<file path="src/shared/dvg_pkg.sv">
package dvg_pkg;
    // ------------------------------------------------------------
    // address map, top nibble of the strobe-1 region
    // ------------------------------------------------------------
    localparam logic [3:0] NIB_SRAM = 4'h8;
    localparam logic [3:0] NIB_ROM = 4'hC;
    localparam logic [3:0] NIB_VME = 4'hD;
    localparam logic [3:0] NIB_REGS = 4'hF;
    localparam logic [31:0] VME_A24_BASE = 32'hD000_0000;
    localparam logic [31:0] ADDR_CTL_REG_BASE = 32'hFFFD_0000;
    localparam logic [31:0] IF_CTL_REG_BASE = 32'hFFFC_0000;
    // ------------------------------------------------------------
    // status codes
    // ------------------------------------------------------------
    localparam logic [1:0] STAT_RD_HI = 2'h2;
    localparam logic [3:0] STAT_WR_A = 4'hD;
    localparam logic [3:0] STAT_WR_B = 4'hE;
    // supervisory data function code
    localparam logic [2:0] FC_SUPER_DATA = 3'h5;
    // boot rom access: wait cycles before ready (150 ns parts)
    localparam int ROM_ACCESS_NS = 150;
    localparam int CLK_PERIOD_NS = 10;
    localparam int ROM_WAIT_CYC = (ROM_ACCESS_NS + CLK_PERIOD_NS - 1) / CLK_PERIOD_NS;
    localparam logic [4:0] ROM_WAIT_LAST = 5'(ROM_WAIT_CYC - 1);

    typedef enum logic [2:0] {
        DVG_IDLE = 3'b000,
        DVG_MST_ARM = 3'b001,
        DVG_MST_WAIT = 3'b010,
        DVG_REG_WAIT = 3'b011,
        DVG_ROM_WAIT = 3'b100,
        DVG_RDY = 3'b101,
        DVG_SLV_SEIZE = 3'b110,
        DVG_SLV_GRANT = 3'b111
    } dvg_state_t;

    // decoder outputs, all active low
    typedef struct packed {
        logic mst_wr_n;
        logic mst_rd_n;
        logic reg_wr_n;
        logic reg_rd_n;
        logic boot_rom_read_sel_n;
    } dvg_dec_t;

    // sequencer outputs, all active low
    typedef struct packed {
        logic gbus_en_n;
        logic mst_oe_n;
        logic slv_oe_n;
        logic lb_grant_n;
        logic dsp_ready_out_n;
    } dvg_ctl_t;

    typedef struct packed {
        dvg_dec_t dec;
        dvg_ctl_t ctl;
        dvg_state_t st;
        logic [4:0] cnt;
        logic ph1_q;
        logic ph3_q;
        logic [2:0] fc;
        logic slv_strobe_n;
        logic slv_rd_wr;
        logic slv_ack_n;
    } dvg_state_all_t;
endpackage

</file>
<file path="src/verilog/dvg_bus_glue.sv">
`timescale 1ns/1ps
module dvg_bus_glue (
    input wire logic mclk_i,
    input wire logic rst_n_i,
    input wire logic dsp_clock_phase1_i,
    input wire logic dsp_clock_phase3_i,
    input wire logic [3:0] gstat_i,
    input wire logic [2:0] gaddr_hi_i,
    input wire logic global_strobe_upper_n_i,
    input wire logic gbus_lock_n_i,
    input wire logic lbr_n_i,
    input wire logic mst_busy_n_i,
    input wire logic deadlock_n_i,
    input wire logic size_ack_low_n_i,
    input wire logic size_ack_high_n_i,
    input wire logic lberr_n_i,
    input wire logic slv_req_n_i,
    input wire logic slv_rd_wr_i,
    input wire logic slv_size_ok_i,
    output logic [4:0] dec_o,
    output logic [4:0] ctl_o,
    output logic [2:0] fc_o,
    output logic shared_sram_strobe_n_o,
    output logic shared_sram_rd_wr_o,
    output logic slv_ack_n_o,
    output logic addr_ctl_ack_oe_o
);
    dvg_pkg::dvg_state_all_t s_q, s_d;
    logic ph1_rise, ph3_rise, rd_stat, wr_stat;
    logic [3:0] nib;

    // ------------------------------------------------------------
    // combinational next state
    // ------------------------------------------------------------
    always_comb begin
        s_d = s_q;
        s_d.ph1_q = dsp_clock_phase1_i;
        s_d.ph3_q = dsp_clock_phase3_i;
        ph1_rise = dsp_clock_phase1_i & ~s_q.ph1_q;
        ph3_rise = dsp_clock_phase3_i & ~s_q.ph3_q;
        nib = {1'b1, gaddr_hi_i};
        rd_stat = (gstat_i[3:2] == dvg_pkg::STAT_RD_HI);
        wr_stat = (gstat_i == dvg_pkg::STAT_WR_A) || (gstat_i == dvg_pkg::STAT_WR_B);
        if (ph1_rise) begin
            // sram (nib 8) and unused segments fall through with no output
            s_d.dec.mst_rd_n = ~(nib == dvg_pkg::NIB_VME && rd_stat && !global_strobe_upper_n_i);
            s_d.dec.mst_wr_n = ~(nib == dvg_pkg::NIB_VME && wr_stat && !global_strobe_upper_n_i);
            s_d.dec.reg_rd_n = ~(nib == dvg_pkg::NIB_REGS && rd_stat && !global_strobe_upper_n_i);
            s_d.dec.reg_wr_n = ~(nib == dvg_pkg::NIB_REGS && wr_stat && !global_strobe_upper_n_i);
            s_d.dec.boot_rom_read_sel_n = ~(nib == dvg_pkg::NIB_ROM && rd_stat && !global_strobe_upper_n_i);
        end
        if (ph3_rise) begin
            case (s_q.st)
                dvg_pkg::DVG_IDLE: begin
                    // idle: global and master enabled, slave and grant off, ready high
                    s_d.ctl = '{gbus_en_n: 1'b0, mst_oe_n: 1'b0, slv_oe_n: 1'b1,
                                lb_grant_n: 1'b1, dsp_ready_out_n: 1'b1};
                    if (!s_q.dec.mst_rd_n || (!s_q.dec.mst_wr_n && lbr_n_i)) begin
                        s_d.st = dvg_pkg::DVG_MST_ARM;
                    end else if (!s_q.dec.reg_rd_n || (!s_q.dec.reg_wr_n && lbr_n_i)) begin
                        s_d.st = dvg_pkg::DVG_REG_WAIT;
                    end else if (!s_q.dec.boot_rom_read_sel_n && lbr_n_i) begin
                        s_d.st = dvg_pkg::DVG_ROM_WAIT;
                        s_d.cnt = '0;
                    end else if (!lbr_n_i || !deadlock_n_i) begin
                        s_d.ctl.gbus_en_n = 1'b1;
                        s_d.ctl.mst_oe_n = 1'b1;
                        s_d.st = dvg_pkg::DVG_SLV_SEIZE;
                    end
                end
                dvg_pkg::DVG_MST_ARM, dvg_pkg::DVG_MST_WAIT: begin
                    if (!deadlock_n_i) begin
                        s_d.ctl.gbus_en_n = 1'b1;
                        s_d.ctl.mst_oe_n = 1'b1;
                        s_d.st = dvg_pkg::DVG_SLV_SEIZE;
                    end else if (s_q.st == dvg_pkg::DVG_MST_ARM) begin
                        if (!mst_busy_n_i) s_d.st = dvg_pkg::DVG_MST_WAIT;
                    end else if ((!size_ack_high_n_i && !size_ack_low_n_i) || !lberr_n_i) begin
                        s_d.ctl.dsp_ready_out_n = 1'b0;
                        s_d.st = dvg_pkg::DVG_RDY;
                    end
                end
                dvg_pkg::DVG_REG_WAIT: begin
                    if (!size_ack_high_n_i) begin
                        s_d.ctl.dsp_ready_out_n = 1'b0;
                        s_d.st = dvg_pkg::DVG_RDY;
                    end
                end
                dvg_pkg::DVG_ROM_WAIT: begin
                    s_d.cnt = 5'(s_q.cnt + 5'h01);
                    if (s_q.cnt == dvg_pkg::ROM_WAIT_LAST) begin
                        s_d.ctl.dsp_ready_out_n = 1'b0;
                        s_d.st = dvg_pkg::DVG_RDY;
                    end
                end
                dvg_pkg::DVG_RDY: begin
                    s_d.ctl.dsp_ready_out_n = 1'b1;
                    s_d.st = dvg_pkg::DVG_IDLE;
                end
                dvg_pkg::DVG_SLV_SEIZE: begin
                    if (s_q.ctl.slv_oe_n) begin
                        s_d.ctl.slv_oe_n = 1'b0;
                    end else begin
                        s_d.ctl.lb_grant_n = 1'b0;
                        s_d.st = dvg_pkg::DVG_SLV_GRANT;
                    end
                end
                dvg_pkg::DVG_SLV_GRANT: begin
                    if (lbr_n_i && deadlock_n_i) begin
                        s_d.ctl.lb_grant_n = 1'b1;
                        s_d.ctl.slv_oe_n = 1'b1;
                        s_d.st = dvg_pkg::DVG_IDLE;
                    end
                end
                default: s_d.st = dvg_pkg::DVG_IDLE;
            endcase
        end
        // function code driven while the master side is enabled outside idle: master, register, rom and ready states
        s_d.fc = (!s_d.ctl.mst_oe_n && s_d.st != dvg_pkg::DVG_IDLE) ? dvg_pkg::FC_SUPER_DATA : 3'h0;
        // lock input is accepted but never starts a locked sequence on its own
        if (!gbus_lock_n_i && s_q.st == dvg_pkg::DVG_IDLE) s_d.fc = s_d.fc;
        // slave sram access only while granted and size is right
        s_d.slv_strobe_n = ~(!s_q.ctl.lb_grant_n && !slv_req_n_i && slv_size_ok_i);
        s_d.slv_rd_wr = s_q.ctl.lb_grant_n ? 1'b1 : slv_rd_wr_i;
        s_d.slv_ack_n = s_q.slv_strobe_n | slv_req_n_i;
        if (!rst_n_i) begin
            s_d.dec = '1;
        end
    end

    // ------------------------------------------------------------
    // state register
    // ------------------------------------------------------------
    always_ff @(posedge mclk_i) begin
        if (!rst_n_i) begin
            s_q <= '{dec: 5'h1F, ctl: '{gbus_en_n: 1'b0, mst_oe_n: 1'b0, slv_oe_n: 1'b1,
                     lb_grant_n: 1'b1, dsp_ready_out_n: 1'b1},
                     st: dvg_pkg::DVG_IDLE, cnt: 5'h00, ph1_q: 1'b0, ph3_q: 1'b0,
                     fc: 3'h0, slv_strobe_n: 1'b1, slv_rd_wr: 1'b1, slv_ack_n: 1'b1};
        end else begin
            s_q <= s_d;
        end
    end

    assign dec_o = s_q.dec;
    assign ctl_o = s_q.ctl;
    assign fc_o = s_q.fc;
    assign shared_sram_strobe_n_o = s_q.slv_strobe_n;
    assign shared_sram_rd_wr_o = s_q.slv_rd_wr;
    assign slv_ack_n_o = s_q.slv_ack_n; // drives both size acks on the slave side
    assign addr_ctl_ack_oe_o = s_q.ctl.lb_grant_n; // low disables controller acks
endmodule
</file>
<file path="config.mk">
export PLATFORM = sky130hd
export DESIGN_NAME = dvg_bus_glue
export DESIGN_NICKNAME = d
export VERILOG_FILES = /design/src/shared/dvg_pkg.sv /design/src/verilog/dvg_bus_glue.sv
export SDC_FILE = /design/constraint.sdc
export NUM_CORES = 1
export LEC_CHECK = 0
export ABC_AREA = 1
export ABC_CLOCK_PERIOD_IN_PS = 1930
export BUFFER_PORTS_ARGS = -buffer_cell sky130_fd_sc_hd__buf_2
export CORE_MARGIN = 2
export CORE_UTILIZATION = 40
export CTS_BUF_LIST = sky130_fd_sc_hd__clkbuf_8
export DETAILED_ROUTE_END_ITERATION = 12
export PLACE_DENSITY_LB_ADDON = 0.08
export SLEW_MARGIN = 0
export SYNTH_ARGS = -nofsm -noshare
export SYNTH_HDL_FRONTEND = slang
export SYNTH_SLANG_ARGS = --single-unit
</file>
<file path="constraint.sdc">
create_clock -name mclk_i -period 1.93 [get_ports mclk_i]
set_clock_uncertainty 0.2 [all_clocks]
set_input_delay 0.2895 -clock mclk_i [delete_from_list [all_inputs] [get_ports mclk_i]]
set_output_delay 0.2895 -clock mclk_i [all_outputs]
set_load 0.05 [all_outputs]
</file>
# Word level (Yosys, flattened, before mapping)
# Cells that the tools add are included.
totals:
  register_bits: 26
  input_bits: 22
op_classes:
  addsub: 1
  n_eq_ne: 25
  mux: 31
  n_bitwise: 12
  reduce_logical: 51
ops:
  columns: ["operator", "n"]
  rows:
  - ["$mux W3", 10]
  - ["$ne A2 B2 Y1 const B", 11]
  - ["$eq A3 B3 Y1 const B", 7]
  - ["$pmux W3 S7", 1]
  - ["$logic_and A1 B1 Y1", 18]
  - ["$mux W5", 3]
  - ["$logic_not A1 Y1", 14]
  - ["$mux W12", 1]
  - ["$mux W2", 6]
  - ["$mux W4", 3]
  - ["$pmux W5 S2", 1]
  - ["$not A1 Y1", 9]
  - ["$eq A4 B4 Y1 const B", 2]
  - ["$reduce_and A7 Y1", 1]
  - ["$eq A3 B2 Y1 const B", 2]
  - ["$pmux W2 S3", 1]
  - ["$reduce_and A3 Y1", 2]
  - ["$reduce_bool A3 Y1", 2]
  - ["$reduce_or A2 Y1", 3]
  - ["$add A5 B1 Y5 const B", 1]
  - ["$eq A5 B4 Y1 const B", 1]
  - ["$logic_or A1 B1 Y1", 5]
  - ["$reduce_and A5 Y1", 1]
  - ["$pmux W1 S4", 1]
  - ["other kinds (10)", 14]

# Longest topological paths before layout
logic_depth:
  word_depth: 11
  depth_mapped: 12
  ltp_nobuf: 12

# Worst setup path before layout
# No wires, ideal clock.
synth_timing:
  kind: "reg2reg"
  startpoint: "reg s_q[8] (netlist name)"
  endpoint: "reg s_q, in the netlist fc_o[0]"
  setup_time_ps: 109
  arrival_ps: 1195
  required_time_ps: 1621
  path_slack_ps: 426
  path_stages_with_launch: 13
  path_buffers: 0
  synth_period_minus_slack_ps: 1504
  path_cell_list: "dfxtp_1 inv_1 ha_1 nand2_1 nor2_1 nand2_1 nand2_1 nor2_1 nand2_1 a21oi_2 nand3_1 nand2_1 inv_1"
synth_between:
  elab_chain_len: 7
synth_lines:
  columns: ["element", "line", "rtl"]
  rows:
  - ["start: declaration", "dvg_bus_glue.sv:28", "dvg_pkg::dvg_state_all_t s_q, s_d;"]
  - ["start signal: assignment", "dvg_bus_glue.sv:136", "s_q <= '{dec: 5'h1F, ctl: '{gbus_en_n: 1'b0, mst_oe_n: 1'b0, slv_oe_n: 1'b1,"]
  - ["$eq A5 B4 Y1", "dvg_bus_glue.sv:91", "if (s_q.cnt == dvg_pkg::ROM_WAIT_LAST) begin"]
  - ["$mux W4", "dvg_bus_glue.sv:91", null]
  - ["$pmux W3 S7", "dvg_bus_glue.sv:53", "case (s_q.st)"]
  - ["$mux W12", "dvg_bus_glue.sv:52", "if (ph3_rise) begin"]
  - ["$reduce_bool A3 Y1", "dvg_bus_glue.sv:119", "s_d.fc = (!s_d.ctl.mst_oe_n && s_d.st != dvg_pkg::DVG_IDLE) ? dvg_pkg::FC_SUPER_DATA : 3'h0;"]
  - ["$logic_and A1 B1 Y1", "dvg_bus_glue.sv:119", null]
  - ["$mux W3", "dvg_bus_glue.sv:119", null]
# Every way passes these cells. The select of a mux whose other input is x is not followed.
# A chain may end at the register's enable or synchronous reset.

# Final worst setup path
layout_timing:
  startpoint: "reg s_q[14] (netlist name)"
  endpoint: "reg s_q, in the netlist addr_ctl_ack_oe_o"
layout_between:
  elab_chain_len: 3
  word_cells_on_any_way: 8
layout_lines:
  columns: ["element", "line"]
  rows:
  - ["$eq A3 B3 Y1 or $logic_not A3 Y1 (tied branches)", "dvg_bus_glue.sv:53"]
  - ["$ne A2 B2 Y1 (no source line) or $reduce_bool A3 Y1 (tied branches)", null]
  - ["$reduce_and A4 Y1 (no source line)", null]
# Several ways; a longest one is shown, not always the timed one.

==> results.yml <==
outcome:
  status: "finished, final reports clean"
grt:
  antenna_found_initial: 0
  grt_util_all_layers_pct: 16.9
  grt_max_degree: 15
  grt.overflow.total: 0
  grt_pass1_vias: 1330
  grt_first_pass_wirelength_mm: 5.67
final_layout:
  seq_area_um2: 482
  final_layout_size_suffix_gt1_share_pct: 21.0
  multiInputGateArea_um2: 744
  fin_nets: 282
  n_antenna_cell: 0
  syn2layout_area_growth_pct: 16.2
  design_area_mm2: 0.00172
  fillers: 408
sta:
  max_clock_freq_mhz: 587
  hold_violations: 0
  setup_violations: 0
  fin_setup_tns_ns: 0
  fin_crit_ns: 1.70
  slew_viol_final: 0
  rsz0062_at_grt: "false"
  fin_crit_sh_pct: 88.2
power:
  switchingPower_mw: 0.437
  irDropWorstVdd_uv: 444
  p_sw_share_pct: 32.5
  power_per_cell_area_mw_per_mm2: 781
  internal-power_mw: 0.905
  seqPwrFrac_pct: 40.9
  clkPwrFrac_pct: 33.4
  p_comb_share_pct: 25.7
  leakage_nw: 0.859
floorplanning:
  io_pins: 39
  dieWidth_um: 64.8
  start_util_pct: 41.0
  die_h_um: 64.8
  fp-row-count: 22
  dieArea_mm2: 0.00420
  core_mm2: 0.00361
place:
  dp_hpwl_mm: 2.53
  placement.io_buffers: 36
  place_congestion: 0.803
  post_dp_cell_area_mm2: 0.00162
clocking:
  insertion_delay_ns: 0.27
  clock_sinks: 24
  cts.htree.levels: 1
  clock_path_buffers: 2
  post-cts-setup-buffers: 0
  cts_made_buffers: 3
  cts_root_buffer: "clkbuf_8"
  path_clk_slew_ns: 0.09
  cts_tree: "built"
drt:
  drtIter0Drc: 54
  wire_per_inst_um: 10.6
  drc: 0
  num_vias: 1425
  wl_mm: 3.23
  first_pass_iters: 4
  via_per_inst: 4.67
  antenna_left: 0
logic_synthesis:
  synthSimpleGateAreaFrac_pct: 35.8
  ys_seq_area_share_pct: 32.5
  ys_ff_latch: 24
  muxShareOfSynthArea_pct: 0
  syn_avg_cell_area_um2: 6.49
  yosys_warnings: 0
  synth.net_count: 252
  synth_compound_area_share_pct: 10.2
  synth_area_mm2: 0.00148
  synth_top_family_by_area: "simple AND/OR/NAND/NOR gates"
  synthCells: 228
  synthAdderAreaFrac_pct: 1.69
  synth_cell_types: 32
  synth_xor_area_share_pct: 2.37
critical_path:
  arrival_ns: 1.66
  critical_path_peak_fanout: 7
  cp_data_required_time_ns: 1.89
  worst_setup_path_end_kind: "flip-flop"
  path_class: "reg -> reg"
  cp-start-kind: "flip-flop"
min_path:
  hold_class: "in -> reg"
run:
  cap_violations: 0
Yosys cell counts, drive strengths merged:
cell,number,share of area [%]
a21oi,10,3.6
buf,15,7.7
clkbuf,1,0.25
clkinv,1,0.59
conb,1,0.25
dfxtp,24,32
ha,2,1.7
inv,34,8.6
nand2,59,15
nand3,21,7.1
nand3b,1,0.51
nand4,6,2.5
nor2,25,7.4
nor3,3,1.0
nor4,1,0.85
o211ai,1,0.51
o21ai,12,4.3
o22ai,3,1.3
o31ai,1,0.51
or2,2,0.85
or3,1,0.42
xnor2,2,1.2
xor2,2,1.2
cell type report:
class                   instances  area share (%)
multi-input cells             153            43.3
flip-flops and latches         24            28.0
clock buffers                   3            2.40
repair buffers                 41            13.1
inverters                      35            7.93
clock inverters                 1            1.75
well taps                      48            3.49
routing by layer:
layer	share of wire (%)	GRT usage (%)	wire length [µm]
met5	0	0	0
met4	0.65	3.19	21
met3	4.0	2.60	128
met2	47	30.3	1510
met1	49	21.5	1570
cell families (layout without fill, tap and decap cells):
group | after synthesis | count (layout)
AOI/OAI and AO/OA | 27 | 27
adders and majority gates | 2 | 2
buffers and inverters | 51 | 80
and+or+nand+nor | 119 | 119
other | 1 | 1
DFF | 24 | 24
xor gates and xnor gates | 4 | 4
worst paths after layout:
kind / startpoint / end / depth (start not counted) / slack [ns]
worst max-delay path: s_q[14]$_SDFF_PN0_ / addr_ctl_ack_oe_o$_SDFFE_PN1P_ / 6 / 0.23
worst min-delay path: slv_req_n_i / slv_ack_n_o$_SDFF_PN1_ / 3 / 0.007
worst max register to register: s_q[14]$_SDFF_PN0_ / addr_ctl_ack_oe_o$_SDFFE_PN1P_ / 6 / 0.23
worst min register to register: shared_sram_strobe_n_o$_SDFF_PN1_ / slv_ack_n_o$_SDFF_PN1_ / 2 / 0.24
power groups by stage:
stage	combinational (mW)	sequential [mW]	clock, mW
CTS	0.347	0.548	0.459
global route	0.388	0.553	0.475
finish	0.345	0.549	0.448
detailed placement	0.341	0.560	0
global placement	0.343	0.561	0
floorplan	0.286	0.554	0
state kept, by name, summed over array words and instances (netlist names):
signal / cells
s_q: 10
dec_o: 5
ctl_o: 4
addr_ctl_ack_oe_o: 1
fc_o: 1
shared_sram_rd_wr_o: 1
shared_sram_strobe_n_o: 1
slv_ack_n_o: 1
cell usage in the layout, fill, tap and decap left out:
cell / instances
or2_0: 1
o21ai_2: 1
dlygate4sd3_1: 3
a21oi_1: 9
ha_1: 2
inv_1: 32
xor2_1: 2
dfxtp_1: 23
dfxtp_2: 1
or2_1: 1
a21oi_2: 1
nor3_1: 3
nor4_2: 1
buf_4: 2
nor2_1: 21
bufinv_16: 1
inv_2: 2
nor2_4: 1
nand4_1: 6
buf_2: 36
nand3b_1: 1
or3_1: 1
o211ai_1: 1
o31ai_1: 1
o22ai_1: 3
nand2_1: 58
nand2_2: 1
clkinv_4: 1
conb_1: 1
xnor2_1: 2
nor2_2: 3
nand3_1: 21
clkbuf_8: 3
o21ai_0: 11
stage by stage:
step           worst slack, ns  util (%)  power (mW)  hold slack (ns)  std cells
2_1_floorplan            0.426         -       0.840            0.174        228
3_3_place_gp             0.157      44.8       0.904            0.221        298
3_5_place_dp             0.168      44.8       0.901            0.220        298
4_1_cts                  0.180      47.6        1.35          0.00568        305
5_1_grt                 0.0374      47.7        1.42           0.0411        305
6_report                 0.228      47.7        1.34          0.00746        305
critical path: stages, from the launching register on:
cell      delay (ns)
dfxtp_1         0.53
nor2_4          0.09
nand2_1         0.14
inv_1           0.10
o211ai_1        0.28
or2_1           0.18
nand3_1         0.07
timing repair:
item,CTS,global route
endpoints found under the hold margin,3,0
setup endpoints to repair,0,1
hold buffers,3,0
gates resized for setup,0,1
No activity file was read; power rests on OpenSTA's default activity.
